<file path="config.mk">
export PLATFORM = sky130hd
export DESIGN_NAME = awr_top
export DESIGN_NICKNAME = d
export VERILOG_FILES = /design/src/rtl/awr_pkg.sv /design/src/rtl/awr_line_edges.sv /design/src/rtl/awr_top.sv /design/src/rtl/awr_window.sv
export SDC_FILE = /design/constraint.sdc
export NUM_CORES = 1
export LEC_CHECK = 0
export ABC_AREA = 1
export CAP_MARGIN = 10
export CORE_MARGIN = 2
export CORE_UTILIZATION = 60
export CTS_CLUSTER_SIZE = 12
export DETAILED_ROUTE_END_ITERATION = 12
export DONT_BUFFER_PORTS = 1
export PLACE_DENSITY = 0.76
export SYNTH_ARGS = -nofsm -noshare
export SYNTH_HDL_FRONTEND = slang
export SYNTH_SLANG_ARGS = --single-unit
export TNS_END_PERCENT = 5
</file>
<file path="constraint.sdc">
create_clock -name mclk -period 4.9 [get_ports mclk]
set_input_delay 0.98 -clock mclk [delete_from_list [all_inputs] [get_ports mclk]]
set_output_delay 0.98 -clock mclk [all_outputs]
set_load 0.005 [all_outputs]
</file>
<file path="src/rtl/awr_pkg.sv">
// constants shared by the converter window-alert register block
// assumes one system clock; the bus side is a plain I2C target
package awr_pkg;

  // bus address of the target, seven bits
  localparam logic [6:0] I2C_ADDR     = 7'h54;

  // register pointer values
  localparam logic [7:0] PTR_RESULT   = 8'h00;
  localparam logic [7:0] PTR_CONFIG   = 8'h02;
  localparam logic [7:0] PTR_UNDER    = 8'h03;
  localparam logic [7:0] PTR_OVER     = 8'h04;
  localparam logic [7:0] PTR_HYST     = 8'h05;

  // layout of result, limit and hysteresis words
  localparam int CONV_W               = 10;
  localparam int CONV_LSB             = 2;
  localparam int CONV_MSB             = 11;
  localparam int FLAG_BIT             = 15;

  // configuration bit positions
  localparam int CFG_FLAG_EN          = 0;
  localparam int CFG_PIN_EN           = 1;
  localparam int CFG_POL_HIGH         = 2;
  localparam int CFG_W                = 3;

  // reset values
  localparam logic [15:0] UNDER_RST   = 16'h0000;
  localparam logic [15:0] OVER_RST    = 16'h0ffc;
  localparam logic [15:0] HYST_RST    = 16'h0000;
  localparam logic [2:0]  CFG_RST     = 3'h0;

  // serial byte shape
  localparam logic [3:0]  BYTE_BITS   = 4'h8;

  typedef enum logic [2:0]
  {
    AWR_IDLE,
    AWR_ADDR,
    AWR_AACK,
    AWR_RX,
    AWR_RXACK,
    AWR_TX,
    AWR_TXACK
  } awr_state_t;

endpackage

</file>
<file path="src/rtl/awr_line_edges.sv">
// edge and bus-condition detector for the two serial lines
// assumes scl and sda already synchronous to mclk
`timescale 1ns/100ps
module awr_line_edges
(
  input  wire logic mclk,
  input  wire logic sys_rst,
  input  wire logic clk_en,
  input  wire logic scl_i,
  input  wire logic sda_i,
  output logic      scl_rise,
  output logic      scl_fall,
  output logic      bus_start,
  output logic      bus_stop,
  output logic      sda_now
);

  logic scl_q;
  logic sda_q;

  // idle bus is high on both lines, so reset to one avoids a false scl rise or stop
  always_ff @(posedge mclk or posedge sys_rst)
  begin
    if (sys_rst)
    begin
      scl_q <= 1'b1;
      sda_q <= 1'b1;
    end
    else if (clk_en)
    begin
      scl_q <= scl_i;
      sda_q <= sda_i;
    end
  end

  assign sda_now   = sda_i;
  assign scl_rise  = clk_en & scl_i & ~scl_q;
  assign scl_fall  = clk_en & ~scl_i & scl_q;
  assign bus_start = clk_en & scl_i & scl_q & sda_q & ~sda_i;
  assign bus_stop  = clk_en & scl_i & scl_q & ~sda_q & sda_i;

endmodule

</file>
<file path="src/rtl/awr_top.sv">
// window-alert register block of a ten-bit converter behind an I2C target
// assumes scl and sda sampled synchronous to mclk, sda open drain outside
`timescale 1ns/100ps
module awr_top
#(
  parameter logic [6:0] DEV_ADDR = awr_pkg::I2C_ADDR,
  parameter int         CW       = awr_pkg::CONV_W
)
(
  input  wire logic          mclk,
  input  wire logic          sys_rst,
  input  wire logic          clk_en,
  input  wire logic          scl_i,
  input  wire logic          sda_i,
  output logic               sda_o,
  output logic               sda_oe,
  input  wire logic          conv_valid,
  input  wire logic [CW-1:0] conv_data,
  output logic               alert_pin
);

  ////////////////////////////////////////////////////////////////////////////
  // declarations

  awr_pkg::awr_state_t state_q;
  logic [3:0]          bitcnt_q;
  logic [7:0]          shift_q;
  logic [7:0]          tx_q;
  logic [7:0]          ptr_q;
  logic [7:0]          msb_q;
  logic [15:0]         rd_word_q;
  logic [1:0]          byte_idx_q;
  logic                rw_q;
  logic                ack_ok_q;
  logic [15:0]         under_q;
  logic [15:0]         over_q;
  logic [15:0]         hyst_q;
  logic [awr_pkg::CFG_W-1:0] cfg_q;
  logic                alert_pin_q;

  logic                scl_rise;
  logic                scl_fall;
  logic                bus_start;
  logic                bus_stop;
  logic                sda_now;
  logic [CW-1:0]       result;
  logic                under_alert;
  logic                over_alert;
  logic                alert;
  logic [7:0]          rx_byte;
  logic [15:0]         rd_now;

  ////////////////////////////////////////////////////////////////////////////
  // read decode, used only when a read starts; follow-on bytes come from the snapshot

  function automatic logic [15:0] reg_read
  (
    input logic [7:0] ptr
  );
    logic [15:0] w;
    w = 16'h0000;
    case (ptr)
      awr_pkg::PTR_RESULT:
      begin
        w[awr_pkg::CONV_MSB:awr_pkg::CONV_LSB] = result;
        w[awr_pkg::FLAG_BIT] = alert & cfg_q[awr_pkg::CFG_FLAG_EN];
      end
      awr_pkg::PTR_CONFIG: w[awr_pkg::CFG_W-1:0] = cfg_q;
      awr_pkg::PTR_UNDER:  w = under_q;
      awr_pkg::PTR_OVER:   w = over_q;
      awr_pkg::PTR_HYST:   w = hyst_q;
      default:             w = 16'h0000;
    endcase
    return w;
  endfunction

  ////////////////////////////////////////////////////////////////////////////
  // line edges and window comparator

  awr_line_edges u_edges
  (
    .mclk      (mclk),
    .sys_rst   (sys_rst),
    .clk_en    (clk_en),
    .scl_i     (scl_i),
    .sda_i     (sda_i),
    .scl_rise  (scl_rise),
    .scl_fall  (scl_fall),
    .bus_start (bus_start),
    .bus_stop  (bus_stop),
    .sda_now   (sda_now)
  );

  awr_window #(.CW(CW)) u_window
  (
    .mclk       (mclk),
    .sys_rst    (sys_rst),
    .clk_en     (clk_en),
    .conv_valid (conv_valid),
    .conv_data  (conv_data),
    .under_lim  (under_q[awr_pkg::CONV_MSB:awr_pkg::CONV_LSB]),
    .over_lim   (over_q[awr_pkg::CONV_MSB:awr_pkg::CONV_LSB]),
    .hyst       (hyst_q[awr_pkg::CONV_MSB:awr_pkg::CONV_LSB]),
    .result_q   (result),
    .under_q    (under_alert),
    .over_q     (over_alert)
  );

  assign alert   = under_alert | over_alert;
  assign rx_byte = shift_q;

  // the decode reads live state, so a comb process keeps it current
  always_comb
  begin
    rd_now = reg_read(ptr_q);
  end

  ////////////////////////////////////////////////////////////////////////////
  // serial target state machine

  always_ff @(posedge mclk or posedge sys_rst)
  begin
    if (sys_rst)
    begin
      state_q    <= awr_pkg::AWR_IDLE;
      bitcnt_q   <= 4'h0;
      shift_q    <= 8'h00;
      tx_q       <= 8'hff;
      rw_q       <= 1'b0;
      ack_ok_q   <= 1'b0;
      byte_idx_q <= 2'h0;
    end
    else if (clk_en)
    begin
      if (bus_stop)
        state_q <= awr_pkg::AWR_IDLE;
      else if (bus_start)
      begin
        // repeated start lands here too
        state_q    <= awr_pkg::AWR_ADDR;
        bitcnt_q   <= 4'h0;
        byte_idx_q <= 2'h0;
      end
      else
      begin
        case (state_q)
          awr_pkg::AWR_IDLE: ;
          awr_pkg::AWR_ADDR:
          begin
            if (scl_rise)
            begin
              shift_q  <= {shift_q[6:0], sda_now};
              bitcnt_q <= bitcnt_q + 4'h1;
            end
            else if (scl_fall && bitcnt_q == awr_pkg::BYTE_BITS)
            begin
              rw_q <= rx_byte[0];
              if (rx_byte[7:1] == DEV_ADDR)
                state_q <= awr_pkg::AWR_AACK;
              else
                state_q <= awr_pkg::AWR_IDLE;
            end
          end
          awr_pkg::AWR_AACK:
          begin
            if (scl_fall)
            begin
              bitcnt_q <= 4'h0;
              if (rw_q)
              begin
                tx_q    <= rd_now[15:8];
                state_q <= awr_pkg::AWR_TX;
              end
              else
                state_q <= awr_pkg::AWR_RX;
            end
          end
          awr_pkg::AWR_RX:
          begin
            if (scl_rise)
            begin
              shift_q  <= {shift_q[6:0], sda_now};
              bitcnt_q <= bitcnt_q + 4'h1;
            end
            else if (scl_fall && bitcnt_q == awr_pkg::BYTE_BITS)
              state_q <= awr_pkg::AWR_RXACK;
          end
          awr_pkg::AWR_RXACK:
          begin
            if (scl_fall)
            begin
              bitcnt_q   <= 4'h0;
              state_q    <= awr_pkg::AWR_RX;
              // after a full data word, further pairs go to the same register
              byte_idx_q <= (byte_idx_q == 2'h2) ? 2'h1 : byte_idx_q + 2'h1;
            end
          end
          awr_pkg::AWR_TX:
          begin
            if (scl_fall)
            begin
              if (bitcnt_q == 4'h7)
                state_q <= awr_pkg::AWR_TXACK;
              else
              begin
                tx_q     <= {tx_q[6:0], 1'b1};
                bitcnt_q <= bitcnt_q + 4'h1;
              end
            end
          end
          awr_pkg::AWR_TXACK:
          begin
            if (scl_rise)
              ack_ok_q <= ~sda_now;
            else if (scl_fall)
            begin
              bitcnt_q   <= 4'h0;
              byte_idx_q <= byte_idx_q + 2'h1;
              // a missing acknowledge ends the read; wait for stop
              if (ack_ok_q)
              begin
                tx_q    <= byte_idx_q[0] ? rd_word_q[15:8] : rd_word_q[7:0];
                state_q <= awr_pkg::AWR_TX;
              end
              else
                state_q <= awr_pkg::AWR_IDLE;
            end
          end
          default: state_q <= awr_pkg::AWR_IDLE;
        endcase
      end
    end
  end

  ////////////////////////////////////////////////////////////////////////////
  // read word snapshot, so both bytes of one word belong together

  always_ff @(posedge mclk or posedge sys_rst)
  begin
    if (sys_rst)
      rd_word_q <= 16'h0000;
    else if (clk_en && state_q == awr_pkg::AWR_AACK && scl_fall && rw_q)
      rd_word_q <= reg_read(ptr_q);
  end

  ////////////////////////////////////////////////////////////////////////////
  // pointer and register writes, taken when a received byte is acknowledged

  always_ff @(posedge mclk or posedge sys_rst)
  begin
    if (sys_rst)
    begin
      ptr_q   <= awr_pkg::PTR_RESULT;
      msb_q   <= 8'h00;
      under_q <= awr_pkg::UNDER_RST;
      over_q  <= awr_pkg::OVER_RST;
      hyst_q  <= awr_pkg::HYST_RST;
      cfg_q   <= awr_pkg::CFG_RST;
    end
    else if (clk_en && state_q == awr_pkg::AWR_RXACK && scl_fall)
    begin
      case (byte_idx_q)
        2'h0: ptr_q <= rx_byte;
        2'h1: msb_q <= rx_byte;
        default:
        begin
          case (ptr_q)
            awr_pkg::PTR_CONFIG: cfg_q <= rx_byte[awr_pkg::CFG_W-1:0];
            awr_pkg::PTR_UNDER:  under_q <= {msb_q, rx_byte};
            awr_pkg::PTR_OVER:   over_q  <= {msb_q, rx_byte};
            awr_pkg::PTR_HYST:   hyst_q  <= {msb_q, rx_byte};
            default: ;
          endcase
        end
      endcase
    end
  end

  ////////////////////////////////////////////////////////////////////////////
  // alert pin, registered so it never glitches during limit writes

  always_ff @(posedge mclk or posedge sys_rst)
  begin
    if (sys_rst)
      alert_pin_q <= 1'b0;
    else if (clk_en)
    begin
      if (!cfg_q[awr_pkg::CFG_PIN_EN])
        alert_pin_q <= 1'b0;
      else if (cfg_q[awr_pkg::CFG_POL_HIGH])
        alert_pin_q <= alert;
      else
        alert_pin_q <= ~alert;
    end
  end

  assign alert_pin = alert_pin_q;

  ////////////////////////////////////////////////////////////////////////////
  // open-drain data line: only ever pulls low

  assign sda_o  = 1'b0;
  assign sda_oe = (state_q == awr_pkg::AWR_AACK)
                | (state_q == awr_pkg::AWR_RXACK)
                | (state_q == awr_pkg::AWR_TX && !tx_q[7]);

endmodule

</file>
<file path="src/rtl/awr_window.sv">
// result word holder and window comparator with hysteresis
// assumes conv_valid is a one-cycle pulse per finished conversion
`timescale 1ns/100ps
module awr_window
#(
  parameter int CW = awr_pkg::CONV_W
)
(
  input  wire logic          mclk,
  input  wire logic          sys_rst,
  input  wire logic          clk_en,
  input  wire logic          conv_valid,
  input  wire logic [CW-1:0] conv_data,
  input  wire logic [CW-1:0] under_lim,
  input  wire logic [CW-1:0] over_lim,
  input  wire logic [CW-1:0] hyst,
  output logic      [CW-1:0] result_q,
  output logic               under_q,
  output logic               over_q
);

  logic [CW:0] low_clear;
  logic [CW:0] high_test;
  logic        under_d;
  logic        over_d;

  // widened sums so a big hysteresis never wraps
  assign low_clear = {1'b0, under_lim} + {1'b0, hyst};
  assign high_test = {1'b0, conv_data} + {1'b0, hyst};

  always_comb
  begin
    under_d = under_q;
    over_d  = over_q;
    if (conv_data < under_lim)
      under_d = 1'b1;
    else if ({1'b0, conv_data} > low_clear)
      under_d = 1'b0;
    if (conv_data > over_lim)
      over_d = 1'b1;
    else if (high_test < {1'b0, over_lim})
      over_d = 1'b0;
  end

  // result and alert state move together on the same edge
  always_ff @(posedge mclk or posedge sys_rst)
  begin
    if (sys_rst)
    begin
      result_q <= '0;
      under_q  <= 1'b0;
      over_q   <= 1'b0;
    end
    else if (clk_en && conv_valid)
    begin
      result_q <= conv_data;
      under_q  <= under_d;
      over_q   <= over_d;
    end
  end

endmodule

</file>
# Yosys cells after proc, flatten, opt, wreduce, memory -nomap -nowiden
# Index checks and enable logic that the tools add are counted.
[op_classes] n_reduce_logical=35 add_sub_neg=4 n_bitwise=22 magnitude_cmp=4 muxes=49 eq_ne=39
[ops] op="8-bit two-way mux" n=8
[ops] op="3-bit two-way mux" n=14
[ops] op="4-bit != test, second input constant" n=10
[ops] op="9-bit one-hot mux with 4 select lines" n=1
[ops] op="4-bit two-way mux" n=6
[ops] op="8-bit one-hot mux with 3 select lines" n=1
[ops] op="10-bit by 10-bit adder with 11-bit output" n=2
[ops] op="3-bit one-hot mux with 7 select lines" n=1
[ops] op="3-bit != test, second input constant" n=6
[ops] op="8-bit by 2-bit equality test with 1-bit output, second input constant" n=2
[ops] op="8-bit by 3-bit equality test with 1-bit output, second input constant" n=2
[ops] op="4-bit one-hot mux with 4 select lines" n=1
[ops] op="2-bit != test, second input constant" n=7
[ops] op="2-bit two-way mux" n=6
[ops] op="12-bit AND reduction" n=1
[ops] op="3-bit AND reduction" n=4
[ops] op="6-bit AND reduction" n=2
[ops] op="10-bit by 11-bit greater-than comparator with 1-bit output" n=1
[ops] op="11-bit by 10-bit less-than comparator with 1-bit output" n=1
[ops] op="11-bit AND reduction" n=1
[ops] op="1-bit AND" n=10
[ops] op="10-bit greater-than comparator" n=1
[ops] op="10-bit less-than comparator" n=1
[ops] op="5-bit AND reduction" n=2
[ops] op="other kinds (30)" n=62
[word_totals] reg_bits=125 input_bits=16

# Logic depth before layout (Yosys ltp)
# Gate-level depths: netlist (run 1).
[depth] depth_word=9 depth_mapped=19

# Hierarchy
# Synthesis (run 1) repeated with hierarchy kept, for this count alone.
[hier_totals] cells_unflattened=1049 area_unflattened_um2=7993.9
[modules_own_cells] module="awr_top" cells_each=697 area_per_inst_um2=5590.4 n_inst=1 seq_area_each_um2=2800.2
[modules_own_cells] module="awr_window" cells_each=333 area_per_inst_um2=2274.7 n_inst=1 seq_area_each_um2=300.3
[modules_own_cells] module="awr_line_edges" cells_each=19 area_per_inst_um2=128.9 n_inst=1 seq_area_each_um2=52.6

# Worst setup path after synthesis (run 1)
# No wires, ideal clock.
[synth_timing] path_kind="input to register" from="input conv_data[0]" to="register u_window.over_q" arrival_ns=2.799 path_slack_ns=1.984 stages=15 cell_sequence="ha_1 > fa_1 > nand2_1 > nand3_1 > xor2_1 > ha_1 > a21o_1 > nor2_1 > nand2_1 > nand2_1 > nand2_1 > nand2_1 > nand2_1 > nand2_1 > nand2_1"
[synth_via] elab_chain_cells=4
[synth_lines] element="start, declared" line_no="awr_top.sv:18" rtl="input wire logic [CW-1:0] conv_data,"
[synth_lines] element="10-bit by 10-bit adder with 11-bit output" line_no="awr_window.sv:29" rtl="assign high_test = {1'b0, conv_data} + {1'b0, hyst};"
[synth_lines] element="11-bit by 10-bit less-than comparator with 1-bit output" line_no="awr_window.sv:41" rtl="else if (high_test < {1'b0, over_lim})"
[synth_lines] element="2-bit nonzero test (no line)"
[synth_lines] element="2-bit AND reduction (no line)"
[synth_lines] element="end signal, assigned" line_no="awr_window.sv:58" rtl="over_q <= over_d;"
[synth_lines] element="end, declared" line_no="awr_window.sv:19" rtl="output logic over_q"
# Several ways; a longest one is shown, not always the timed one.
# A chain may end at the register's enable or synchronous reset.

# Final worst setup path (run 1)
[layout_timing] from="register ptr_q[0]" to="register hyst_q[12]"
[layout_via] elab_chain_cells=2
[layout_lines] element="start, declared" line_no="awr_top.sv:29" rtl="logic [7:0] ptr_q;"
[layout_lines] element="start signal, assigned" line_no="awr_top.sv:253" rtl="ptr_q <= awr_pkg::PTR_RESULT;"
[layout_lines] element="start signal, assigned" line_no="awr_top.sv:263" rtl="2'h0: ptr_q <= rx_byte;"
[layout_lines] element="8-bit by 3-bit equality test with 1-bit output"
[layout_lines] element="3-bit AND reduction (no line)"
[layout_lines] element="end signal, assigned" line_no="awr_top.sv:257" rtl="hyst_q <= awr_pkg::HYST_RST;"
[layout_lines] element="end signal, assigned" line_no="awr_top.sv:271" rtl="awr_pkg::PTR_HYST: hyst_q <= {msb_q, rx_byte};"
[layout_lines] element="end, declared" line_no="awr_top.sv:37" rtl="logic [15:0] hyst_q;"
# No other way between the ends.

==> impl_metrics.csv, run 1 <==
group,metric,value,unit
detailed_routing,via_per_inst,5.61,
place,hpwl,13900,um
critical_path,critPathTopFamily,"simple AND/OR/NAND/NOR gates",
layout,final_common_cell,"nand2_1",
status,outcome,"finished clean",
layout,n_antenna_cell,0,
layout,syn_to_final_growth,9.28,%
layout,n_fill_cell,1070,
synthesis,post-synth-top-area-cell,"dfrtp_1",
sta,relSlewSlack,34.9,%
synthesis,syn-cell-area,7730,um2
detailed_routing,first_pass_iters,5,
synthesis,yosys_warnings,0,
cts,clkLatencyLatePin,0.42,ns
sta,clock.fmax,365,MHz
cts,cts_buffer_depth,2,
sta,fin_setup_tns,0,ns
sta,drv_slew,0,
cts,clkTransAtPathRegs,0.06,ns
sta,worst_slack,2.16,ns
layout,nNetsFinal,1067,
synthesis,ys_types,48,
sta,timing.final.crit_share,55.9,%
global_route,grt_max_degree,73,
cts,cts_root_buf,"clkbuf_16",
cts,cts_sinks,125,
critical_path,worstSetupStartpointType,"register",
sta,finalSetupViolCount,0,
detailed_routing,post_drt_wl_per_cell,16.5,um
global_route,grt_first_pass_wirelength,32000,um
global_route,antenna_found_initial,0,
critical_path,crit_fanout,32,
synthesis,syn_inst,990,
detailed_routing,dr.first_iter.drc_count,754,
sta,period_minus_slack,2.74,ns
pwr,power-per-cell-area,314,nW/um2
critical_path,cp.required,5.24,ns
floorplan,io_pins,19,
critical_path,crit_path_max_incr_delay,0.80,ns
detailed_routing,drc,0,
place,routabilityCongestion,0.912,
sta,worst_slew_pin_slew,0.972,ns
layout,layout_common_cells,"271 x nand2_1, 105 x dfrtp_1, 96 x inv_1, 83 x nor2_1, 82 x o21ai_0",
floorplan,core-area,12600,um2
place,pre_cts_slack,1.83,ns
job,cap_violations,0,
detailed_routing,finalWirelength,19400,um
floorplan,initial_core_util,61.2,%
cts,htreeDepth,4,
synthesis,syn-num-nets,1068,
synthesis,synth_seq_area_share,40.8,%
cts,cts_tree,"done",
sta,hold_violations,0,
sta,finClkSkew,0.00709,ns
floorplan,die_area,13800,um2
synthesis,synth_area_leaders,"dfrtp_1 34%, nand2_1 13%, ha_1 9.7%",
pwr,total_power,2.65,mW
synthesis,synth_top_area_share,34.0,%
floorplan,die_h,117,um
sta,rsz0062_at_grt,"false",
critical_path,cp.arrival,3.08,ns
synthesis,ys_ff_latch,125,
cts,cts_resized,0,
global_route,grt_overflow,0,
critical_path,critical_path_buf_inv_count,1,
pwr,power.leakage,4.05,nW
critical_path,reg2reg_slack,2.16,ns
detailed_routing,vias,6590,
detailed_routing,detail-route-antenna-nets,0,
place,io_buffer_count,0,
critical_path,path_cells,"inv_2 > nor3_2 > nand2_2 > nor2_4 > nor2_1 > a21oi_2",
sta,hold-worst-slack,0.471,ns
pwr,irDropWorstVdd,0.259,mV
global_route,grt_pass1_vias,6141,
critical_path,worst_setup_path_end_kind,"register",
cts,cts_setup_buffers,0,
floorplan,die_w,117,um
min_path,worstHoldPathType,"register to register",
synthesis,synth_area_per_cell,7.80,um2
cts,hold_buffers,0,
critical_path,cp_slowest_cell,"nor3_2",
cts,cts-buffers-inserted,17,
critical_path,worst-setup-path-type,"register to register",
global_route,grt_use_total,29.4,%
layout,drive_gt1_share,11.3,%
floorplan,num_rows,41,
## layout make-up
cell class                 count  area, um2  share of cell area [%]
timing repair buffer           2       15.0                   0.178
tap                          172        215                    2.55
clock buffer                  21        460                    5.45
sequential                   125       3150                    37.3
inverter                     111        428                    5.07
clock inverter                11        164                    1.94
multi-input combinational    732       4010                    47.5
## synthesized netlist by cell type, drive strengths merged
master   number
nand2       282
inv         109
o21ai       109
dfrtp       105
nor2         97
ha           60
nand3        60
a21oi        57
dfstp        20
buf          19
xor2         12
nor3         11
nand4         7
o22ai         6
xnor2         5
o211ai        4
a21o          3
a31oi         3
clkbuf        3
o21bai        3
a22oi         2
clkinv        2
fa            2
a211oi        1
a21boi        1
a31o          1
a32oi         1
conb          1
nor4b         1
o2111ai       1
o21a          1
or2           1
## final timing paths
path | startpoint | end | cells past startpoint
min reg2reg | tx_q[6] | tx_q[6] | 2
max reg2reg | ptr_q[0] | hyst_q[12] | 6
max | ptr_q[0] | hyst_q[12] | 6
max in group asynchronous | sys_rst | tx_q[5] | 2
min in group asynchronous | sys_rst | over_q[0] | 1
min | tx_q[6] | tx_q[6] | 2
## routing by layer
metal	up-vias	wire, um	global-route usage [%]
met5	-	0	0
li1	3237	-	-
met2	260	8560	43.9
met4	0	374	7.61
met3	41	1470	6.20
met1	3052	9000	43.9
## through the flow
stage	instances	area, um2	util, %
6_report	1174	8440	66.9
5_1_grt	1174	8440	66.9
4_1_cts	1174	8440	66.9
3_5_place_dp	1142	7820	62.0
3_3_place_gp	1142	7820	62.0
2_1_floorplan	990	7730	-
## state kept, by name (all words and copies together), names as in the netlist, 2 cells and up
name and count:
rd_word_q 16, msb_q 8, over_q 16, under_q 16
state_q 3, cfg_q 3, hyst_q 16, rx_byte 8
bitcnt_q 4, byte_idx_q 2, u_window.result_q 10, ptr_q 8
tx_q 8
## power breakdown
group / internal (mW) / total, mW / switching [mW]
clock: 0.875 / 1.33 / 0.459
sequential: 1.07 / 1.11 / 0.0434
combinational: 0.0732 / 0.206 / 0.133
## tightest hold or removal path: stages (launching register included)
cell and delay, ns:
dfstp_2 0.37, nand2_1 0.05, nand2_1 0.05
## cell families after synthesis
kind of cell,share of synthesized area [%]
AND/OR/NAND/NOR,25.6
AO/OA/AOI/OAI,14.1
buffers and inverters,7.32
flip-flops,40.8
adder cells (fa/ha/maj),10.2
XOR/XNOR,1.93
other,0.0485
Note: power is estimated with default switching activity, not from simulation.
==> run 2: changes to the inputs <==
--- a/config.mk
+++ b/config.mk
@@ -5,10 +5,10 @@
 export SDC_FILE = /design/constraint.sdc
 export NUM_CORES = 1
 export LEC_CHECK = 0
-export ABC_AREA = 1
+export ABC_AREA = 0
 export CAP_MARGIN = 10
 export CORE_MARGIN = 2
-export CORE_UTILIZATION = 60
+export CORE_UTILIZATION = 58
 export CTS_CLUSTER_SIZE = 12
 export DETAILED_ROUTE_END_ITERATION = 12
 export DONT_BUFFER_PORTS = 1
==> constraint.sdc (replaced) <==
create_clock -name mclk -period 2.4 [get_ports mclk]
set_input_delay 0.48 -clock mclk [delete_from_list [all_inputs] [get_ports mclk]]
set_output_delay 0.48 -clock mclk [all_outputs]
set_load 0.005 [all_outputs]
==> run 2 against run 1 <==
Compared with the run above:
- the flow now finishes with violations (setup timing)
- wire length rose by 6.7%
- combinational power up 140%
- first-iteration DRC count shrank 30%
- sequential power grew 120%
- clock power is 100% higher
- worst hold slack got worse by 0.43 ns
- global-route usage grew 1.0 points
- count of clock-buffer cells in the layout up 1
- clock skew down 0.00076 ns
==> impl_metrics.csv, run 2 <==
group,metric,value,unit
pwr,comb_power_share,8.9,%
layout,stdcell_area,9140,um2
detailed_routing,dr.first_iter.drc_count,529,
critical_path,worstSetupStartpointType,"register",
layout,n_antenna_cell,0,
pwr,p_switching,1.39,mW
global_route,grt_pass1_vias,6314,
critical_path,reg2reg_slack,-0.51,ns
layout,final_common_cell,"dfrtp_1",
critical_path,cp.required,2.68,ns
critical_path,worst-setup-path-type,"register to register",
status,violations,"setup timing",
floorplan,die_w,120,um
layout,syn_to_final_growth,17.7,%
sta,finClkSkew,0.00633,ns
sta,drv_slew,0,
pwr,irDropWorstVdd,0.574,mV
sta,rsz0062_at_grt,"true",
synthesis,syn_inst,710,
cts,cts_sinks,125,
cts,clkLatencyLatePin,0.43,ns
layout,drive_gt1_share,31.4,%
synthesis,synth_top_area_share,33.8,%
detailed_routing,post_drt_wl_per_cell,21.3,um
sta,period_minus_slack,2.91,ns
synthesis,synth_area_per_cell,10.9,um2
sta,finalSetupViolCount,2,
synthesis,syn-num-nets,788,
floorplan,num_rows,42,
cts,cts_tree,"done",
detailed_routing,drc,0,
cts,cts_buffer_depth,2,
cts,htreeDepth,4,
global_route,grt_use_total,30.5,%
pwr,p_int,4.19,mW
global_route,antenna_found_initial,0,
place,hpwl,14900,um
sta,relSlewSlack,51.6,%
critical_path,cp.arrival,3.20,ns
job,cap_violations,0,
global_route,grt_first_pass_wirelength,33500,um
pwr,sw_frac_of_total,25.0,%
pwr,pwr-share-seq,43.2,%
layout,nNetsFinal,859,
detailed_routing,first_pass_iters,5,
sta,worst_slack,-0.512,ns
detailed_routing,detail-route-antenna-nets,0,
pwr,power.leakage,4.18,nW
synthesis,yosys_warnings,0,
floorplan,core-area,13100,um2
sta,hold_violations,0,
detailed_routing,vias,6121,
global_route,grt_overflow,0,
pwr,p_clk_share,48.0,%
status,outcome,"finished, violations left",
synthesis,synth_seq_area_share,40.6,%
sta,worst_slew_pin_slew,0.724,ns
synthesis,synth_area_leaders,"dfrtp_1 34%, mux2_2 10%, ha_1 9.7%",
synthesis,synth_edf_count,0,
floorplan,die_h,120,um
pwr,power-per-cell-area,611,nW/um2
synthesis,ys.flop_type,"dfrtp_1",
detailed_routing,route.met3.wl,1040,um
layout,layout_common_cells,"105 x dfrtp_1, 75 x buf_4, 69 x mux2_2, 58 x ha_1, 52 x nand2_1",
place,dpl_cell_area,8420,um2
synthesis,ys_types,77,
detailed_routing,drt-met1-wl,9330,um
cts,cts_root_buf,"clkbuf_16",
synthesis,post-synth-top-area-cell,"dfrtp_1",
synthesis,ys_top_cells_by_count,"105 x dfrtp_1, 69 x mux2_2, 60 x ha_1",
sta,timing.final.crit_share,121,%
global_route,grt_max_degree,41,
synthesis,ys_ff_latch,125,
synthesis,syn-cell-area,7760,um2
detailed_routing,via_per_inst,6.31,
critical_path,rr_worst_depth,13,
sta,fin_setup_tns,-0.980,ns
sta,clock.fmax,343,MHz
cts,clkTransAtPathRegs,0.06,ns
sta,hold-worst-slack,0.0377,ns
place,io_buffer_count,0,
cts,cts-buffers-inserted,17,
synthesis,synthArstFlopShare,100,%
detailed_routing,route.met2.wl,9880,um
floorplan,die_area,14300,um2
place,routabilityCongestion,0.934,
detailed_routing,routed.top_layer,"met4",
critical_path,crit_fanout,5,
min_path,worstHoldPathType,"primary input to async pin",
floorplan,io_pins,19,
detailed_routing,finalWirelength,20700,um
synthesis,synth.most_common_cell,"dfrtp_1",
floorplan,initial_core_util,59.1,%
critical_path,worst_setup_path_end_kind,"register",
==> run 2: cell count changes after synthesis, moves of 22 or more <==
cell / before / now
o21ai_0: 82 / 47
nor2_1: 83 / 31
o21ai_1: 27 / 2
a21oi_1: 43 / 21
nand2_1: 271 / 52
inv_1: 97 / 31
nand3_1: 57 / 13
mux2_2: 0 / 69
==> run 2: layer usage <==
| layer | GRT usage [%] | vias to the layer above |
|---|---|---|
| met1 | 41.8 | 3120 |
| met2 | 47.9 | 201 |
| li1 | - | 2759 |
| met4 | 11.0 | 0 |
| met5 | 0 | - |
| met3 | 6.61 | 41 |
==> run 2: final cells by class <==
cell class / instances / area, um2
multi-input combinational: 529 / 4420
fill: 948 / 4000
sequential: 125 / 3150
timing repair buffer: 77 / 603
clock buffer: 22 / 484
tap: 176 / 220
clock inverter: 10 / 136
inverter: 31 / 120
==> run 2: critical path, stage by stage (launching register included) <==
cell	delay, ns
dfrtp_1	0.40
buf_4	0.17
ha_1	0.28
a21oi_1	0.24
o22ai_1	0.17
o41ai_2	0.30
buf_4	0.19
xnor2_1	0.06
ha_1	0.21
a211oi_2	0.28
o21ai_1	0.10
a21oi_1	0.14
o21a_1	0.14
o211ai_1	0.08
==> run 2: through the flow <==
step	cells	worst slack [ns]	util (%)	power [mW]
after detailed placement	934	-0.648	64.1	2.92
final	970	-0.512	69.5	5.58
after CTS	969	-0.479	69.3	5.60
after floorplan	710	-0.460	-	2.71
after global placement	934	-0.562	64.1	2.89
after global routing	970	-0.613	69.5	5.78
==> run 2: worst paths after layout <==
kind / endpoint / from
max: u_window.over_q / hyst_q[3]
min: hyst_q[4] / sys_rst
max reg2reg: u_window.over_q / hyst_q[3]
min reg2reg: tx_q[7] / tx_q[7]
max in group asynchronous: u_edges.sda_q / sys_rst
min in group mclk: u_edges.scl_q / clk_en
==> run 2: cells by family after synthesis <==
| kind of cell | Yosys count | synth area share [%] |
|---|---|---|
| AOI/OAI and AO/OA | 156 | 13.4 |
| xor gates and xnor gates | 19 | 2.14 |
| adders and majority gates | 62 | 10.2 |
| buffers and inverters | 56 | 3.35 |
| DFF | 125 | 40.6 |
| muxes | 110 | 16.6 |
| other | 1 | 0.0483 |
| and+or+nand+nor | 181 | 13.6 |
==> run 2: what timing repair did <==
action,CTS,global route
setup buffers,3,1
endpoints found under the setup margin,2,2
resized for setup,14,4
hold buffers,0,0
pin swaps,6,5
hold endpoints to repair,0,0
==> run 2: power groups by stage <==
stage	Combinational [mW]	Clock [mW]	Sequential, mW
6_report	0.494	2.68	2.41
5_1_grt	0.558	2.80	2.42
4_1_cts	0.494	2.71	2.40
3_5_place_dp	0.488	0	2.43
3_3_place_gp	0.460	0	2.43
2_1_floorplan	0.367	0	2.34
==> run 3: changes to the inputs <==
--- a/config.mk
+++ b/config.mk
@@ -13,6 +13,7 @@
 export DETAILED_ROUTE_END_ITERATION = 12
 export DONT_BUFFER_PORTS = 1
 export PLACE_DENSITY = 0.76
+export SETUP_SLACK_MARGIN = 0.4
 export SYNTH_ARGS = -nofsm -noshare
 export SYNTH_HDL_FRONTEND = slang
 export SYNTH_SLANG_ARGS = --single-unit
==> run 3 against run 2 <==
Compared with the run above:
- the run still ends with setup timing left
- global-route usage shrank 0.40 points
- core utilization rose by 2.0 points
- maximum frequency is 0.18% lower
- die area unchanged
- power increased by 3.3%
- clock skew increased by 0.0014 ns
- critical path depth fell by 1
- final cell count is 0.31% higher
- clock power rose by 6%
- worst setup slack worse by 0.0053 ns
- sequential power hardly changed
- critical path type unchanged
- largest cell class unchanged
- largest power group unchanged
- highest routed layer unchanged
==> impl_metrics.csv, run 3 (synthesized netlist as in run 2, its figures left out) <==
group,metric,value,unit
pwr,p_switching,1.43,mW
place,hpwl,14500,um
global_route,grt_overflow,0,
detailed_routing,routed.top_layer,"met4",
critical_path,worstSetupStartpointType,"register",
global_route,grt_first_pass_wirelength,33000,um
layout,stdcell_area,9400,um2
global_route,grt_pass1_vias,6145,
critical_path,crit_fanout,3,
layout,layout_common_cells,"101 x dfrtp_1, 70 x buf_4, 58 x ha_1, 53 x mux2_4, 50 x nand2_1",
cts,htreeDepth,4,
layout,n_antenna_cell,0,
place,pre_cts_slack,-0.651,ns
sta,worst_slew_pin_slew,0.653,ns
cts,clkLatencyLatePin,0.43,ns
detailed_routing,dr.first_iter.drc_count,542,
layout,final_common_cell,"dfrtp_1",
detailed_routing,vias,6130,
global_route,grt_max_degree,63,
floorplan,initial_core_util,59.1,%
pwr,p_clk_share,49.4,%
detailed_routing,drt-met1-wl,9020,um
pwr,irDropWorstVdd,0.485,mV
floorplan,io_pins,19,
pwr,pwr-share-seq,42.0,%
pwr,power-per-cell-area,613,nW/um2
sta,drv_slew,0,
cts,cts-buffers-inserted,17,
sta,timing.final.crit_share,122,%
floorplan,core-area,13100,um2
floorplan,die_w,120,um
detailed_routing,detail-route-antenna-nets,0,
layout,nNetsFinal,862,
sta,relSlewSlack,56.5,%
cts,cts_sinks,125,
detailed_routing,finalWirelength,20700,um
sta,hold_violations,0,
detailed_routing,first_pass_iters,5,
sta,finClkSkew,0.00774,ns
floorplan,die_h,120,um
pwr,p_int,4.34,mW
global_route,grt_use_total,30.1,%
sta,clock.fmax,343,MHz
critical_path,worst-setup-path-type,"register to register",
cts,cts_root_buf,"clkbuf_16",
detailed_routing,via_per_inst,6.30,
place,routabilityCongestion,0.892,
place,io_buffer_count,0,
pwr,power.leakage,4.26,nW
layout,final_core_util,71.6,%
critical_path,rr_worst_depth,12,
status,violations,"setup timing",
sta,period_minus_slack,2.92,ns
critical_path,cp.required,2.70,ns
pwr,sw_frac_of_total,24.7,%
global_route,antenna_found_initial,0,
layout,drive_gt1_share,32.6,%
sta,rsz0062_at_grt,"true",
floorplan,num_rows,42,
detailed_routing,route.met3.wl,1310,um
detailed_routing,route.met2.wl,9830,um
floorplan,die_area,14300,um2
critical_path,cp.arrival,3.22,ns
min_path,worstHoldPathType,"primary input to register",
cts,cts_buffer_depth,2,
pwr,comb_power_share,8.6,%
sta,finalSetupViolCount,2,
sta,fin_setup_tns,-0.922,ns
detailed_routing,drc,0,
status,outcome,"finished, violations left",
detailed_routing,post_drt_wl_per_cell,21.3,um
cts,clkTransAtPathRegs,0.06,ns
sta,worst_slack,-0.517,ns
critical_path,reg2reg_slack,-0.52,ns
critical_path,worst_setup_path_end_kind,"register",
min_path,hold_depth,1,
place,dpl_cell_area,8400,um2
cts,cts_tree,"done",
job,cap_violations,0,
layout,syn_to_final_growth,21.1,%
## run 3: changes by cell type in the layout (fill, tap and decap cells not counted), moves of 4 or more
cell	change
mux2_4	+33
mux2_2	-32
o21ai_0	-6
o21ai_1	+6
buf_4	-5
buf_6	+4
dfrtp_1	-4
dfrtp_2	+4
## run 3: final timing paths
path | start | endpoint
hold reg to reg | tx_q[7] | tx_q[7]
setup / recovery | hyst_q[2] | u_window.under_q
max in group asynchronous | sys_rst | state_q[2]
min in group asynchronous | sys_rst | under_q[3]
hold / removal | clk_en | u_edges.scl_q
setup reg to reg | hyst_q[2] | u_window.under_q
## run 3: power by group through the flow
stage               Combinational [mW]  Clock, mW  Sequential [mW]
floorplan                        0.368          0             2.34
global placement                 0.443          0             2.43
detailed placement               0.470          0             2.44
CTS                              0.478       2.86             2.41
global route                     0.563       2.95             2.43
finish                           0.498       2.85             2.42
## run 3: worst max-delay path, cell delays in order, from the launching register on
cell and delay [ns]:
dfrtp_1 0.40, ha_2 0.21, fa_2 0.38, a21oi_4 0.16, o22ai_2 0.12, o31a_1 0.28, xnor2_1 0.14, ha_1 0.29
nand4_1 0.10, nor3_1 0.06, or4_1 0.39, o21ai_1 0.15, o211ai_1 0.11
## run 3: per-stage QoR
step	total power, mW	instances	hold WS (ns)
2_1_floorplan	2.71	710	0.444
3_3_place_gp	2.87	932	0.322
3_5_place_dp	2.91	932	0.325
4_1_cts	5.74	967	0.117
5_1_grt	5.94	973	0.115
6_report	5.77	973	0.125
## run 3: layer usage
metal	track usage, %	vias to the layer above
met3	6.32	53
met2	48.1	219
met4	11.0	0
met1	40.6	3086
met5	0	-
li1	-	2772
## run 3: layout make-up
type	count	area, um2
sequential	125	3160
clock buffer	21	460
clock inverter	11	189
fill	885	3730
multi-input combinational	529	4580
timing repair buffer	80	671
inverter	31	120
tap	176	220
## run 3: repair_timing
action | in CTS | in global routing
pin swaps | 6 | 12
endpoints found under the hold margin | 8 | 0
gates resized for setup | 35 | 42
hold buffers | 1 | 0
endpoints found under the setup margin | 42 | 84
gates cloned | 0 | 0
buffers inserted | 2 | 6
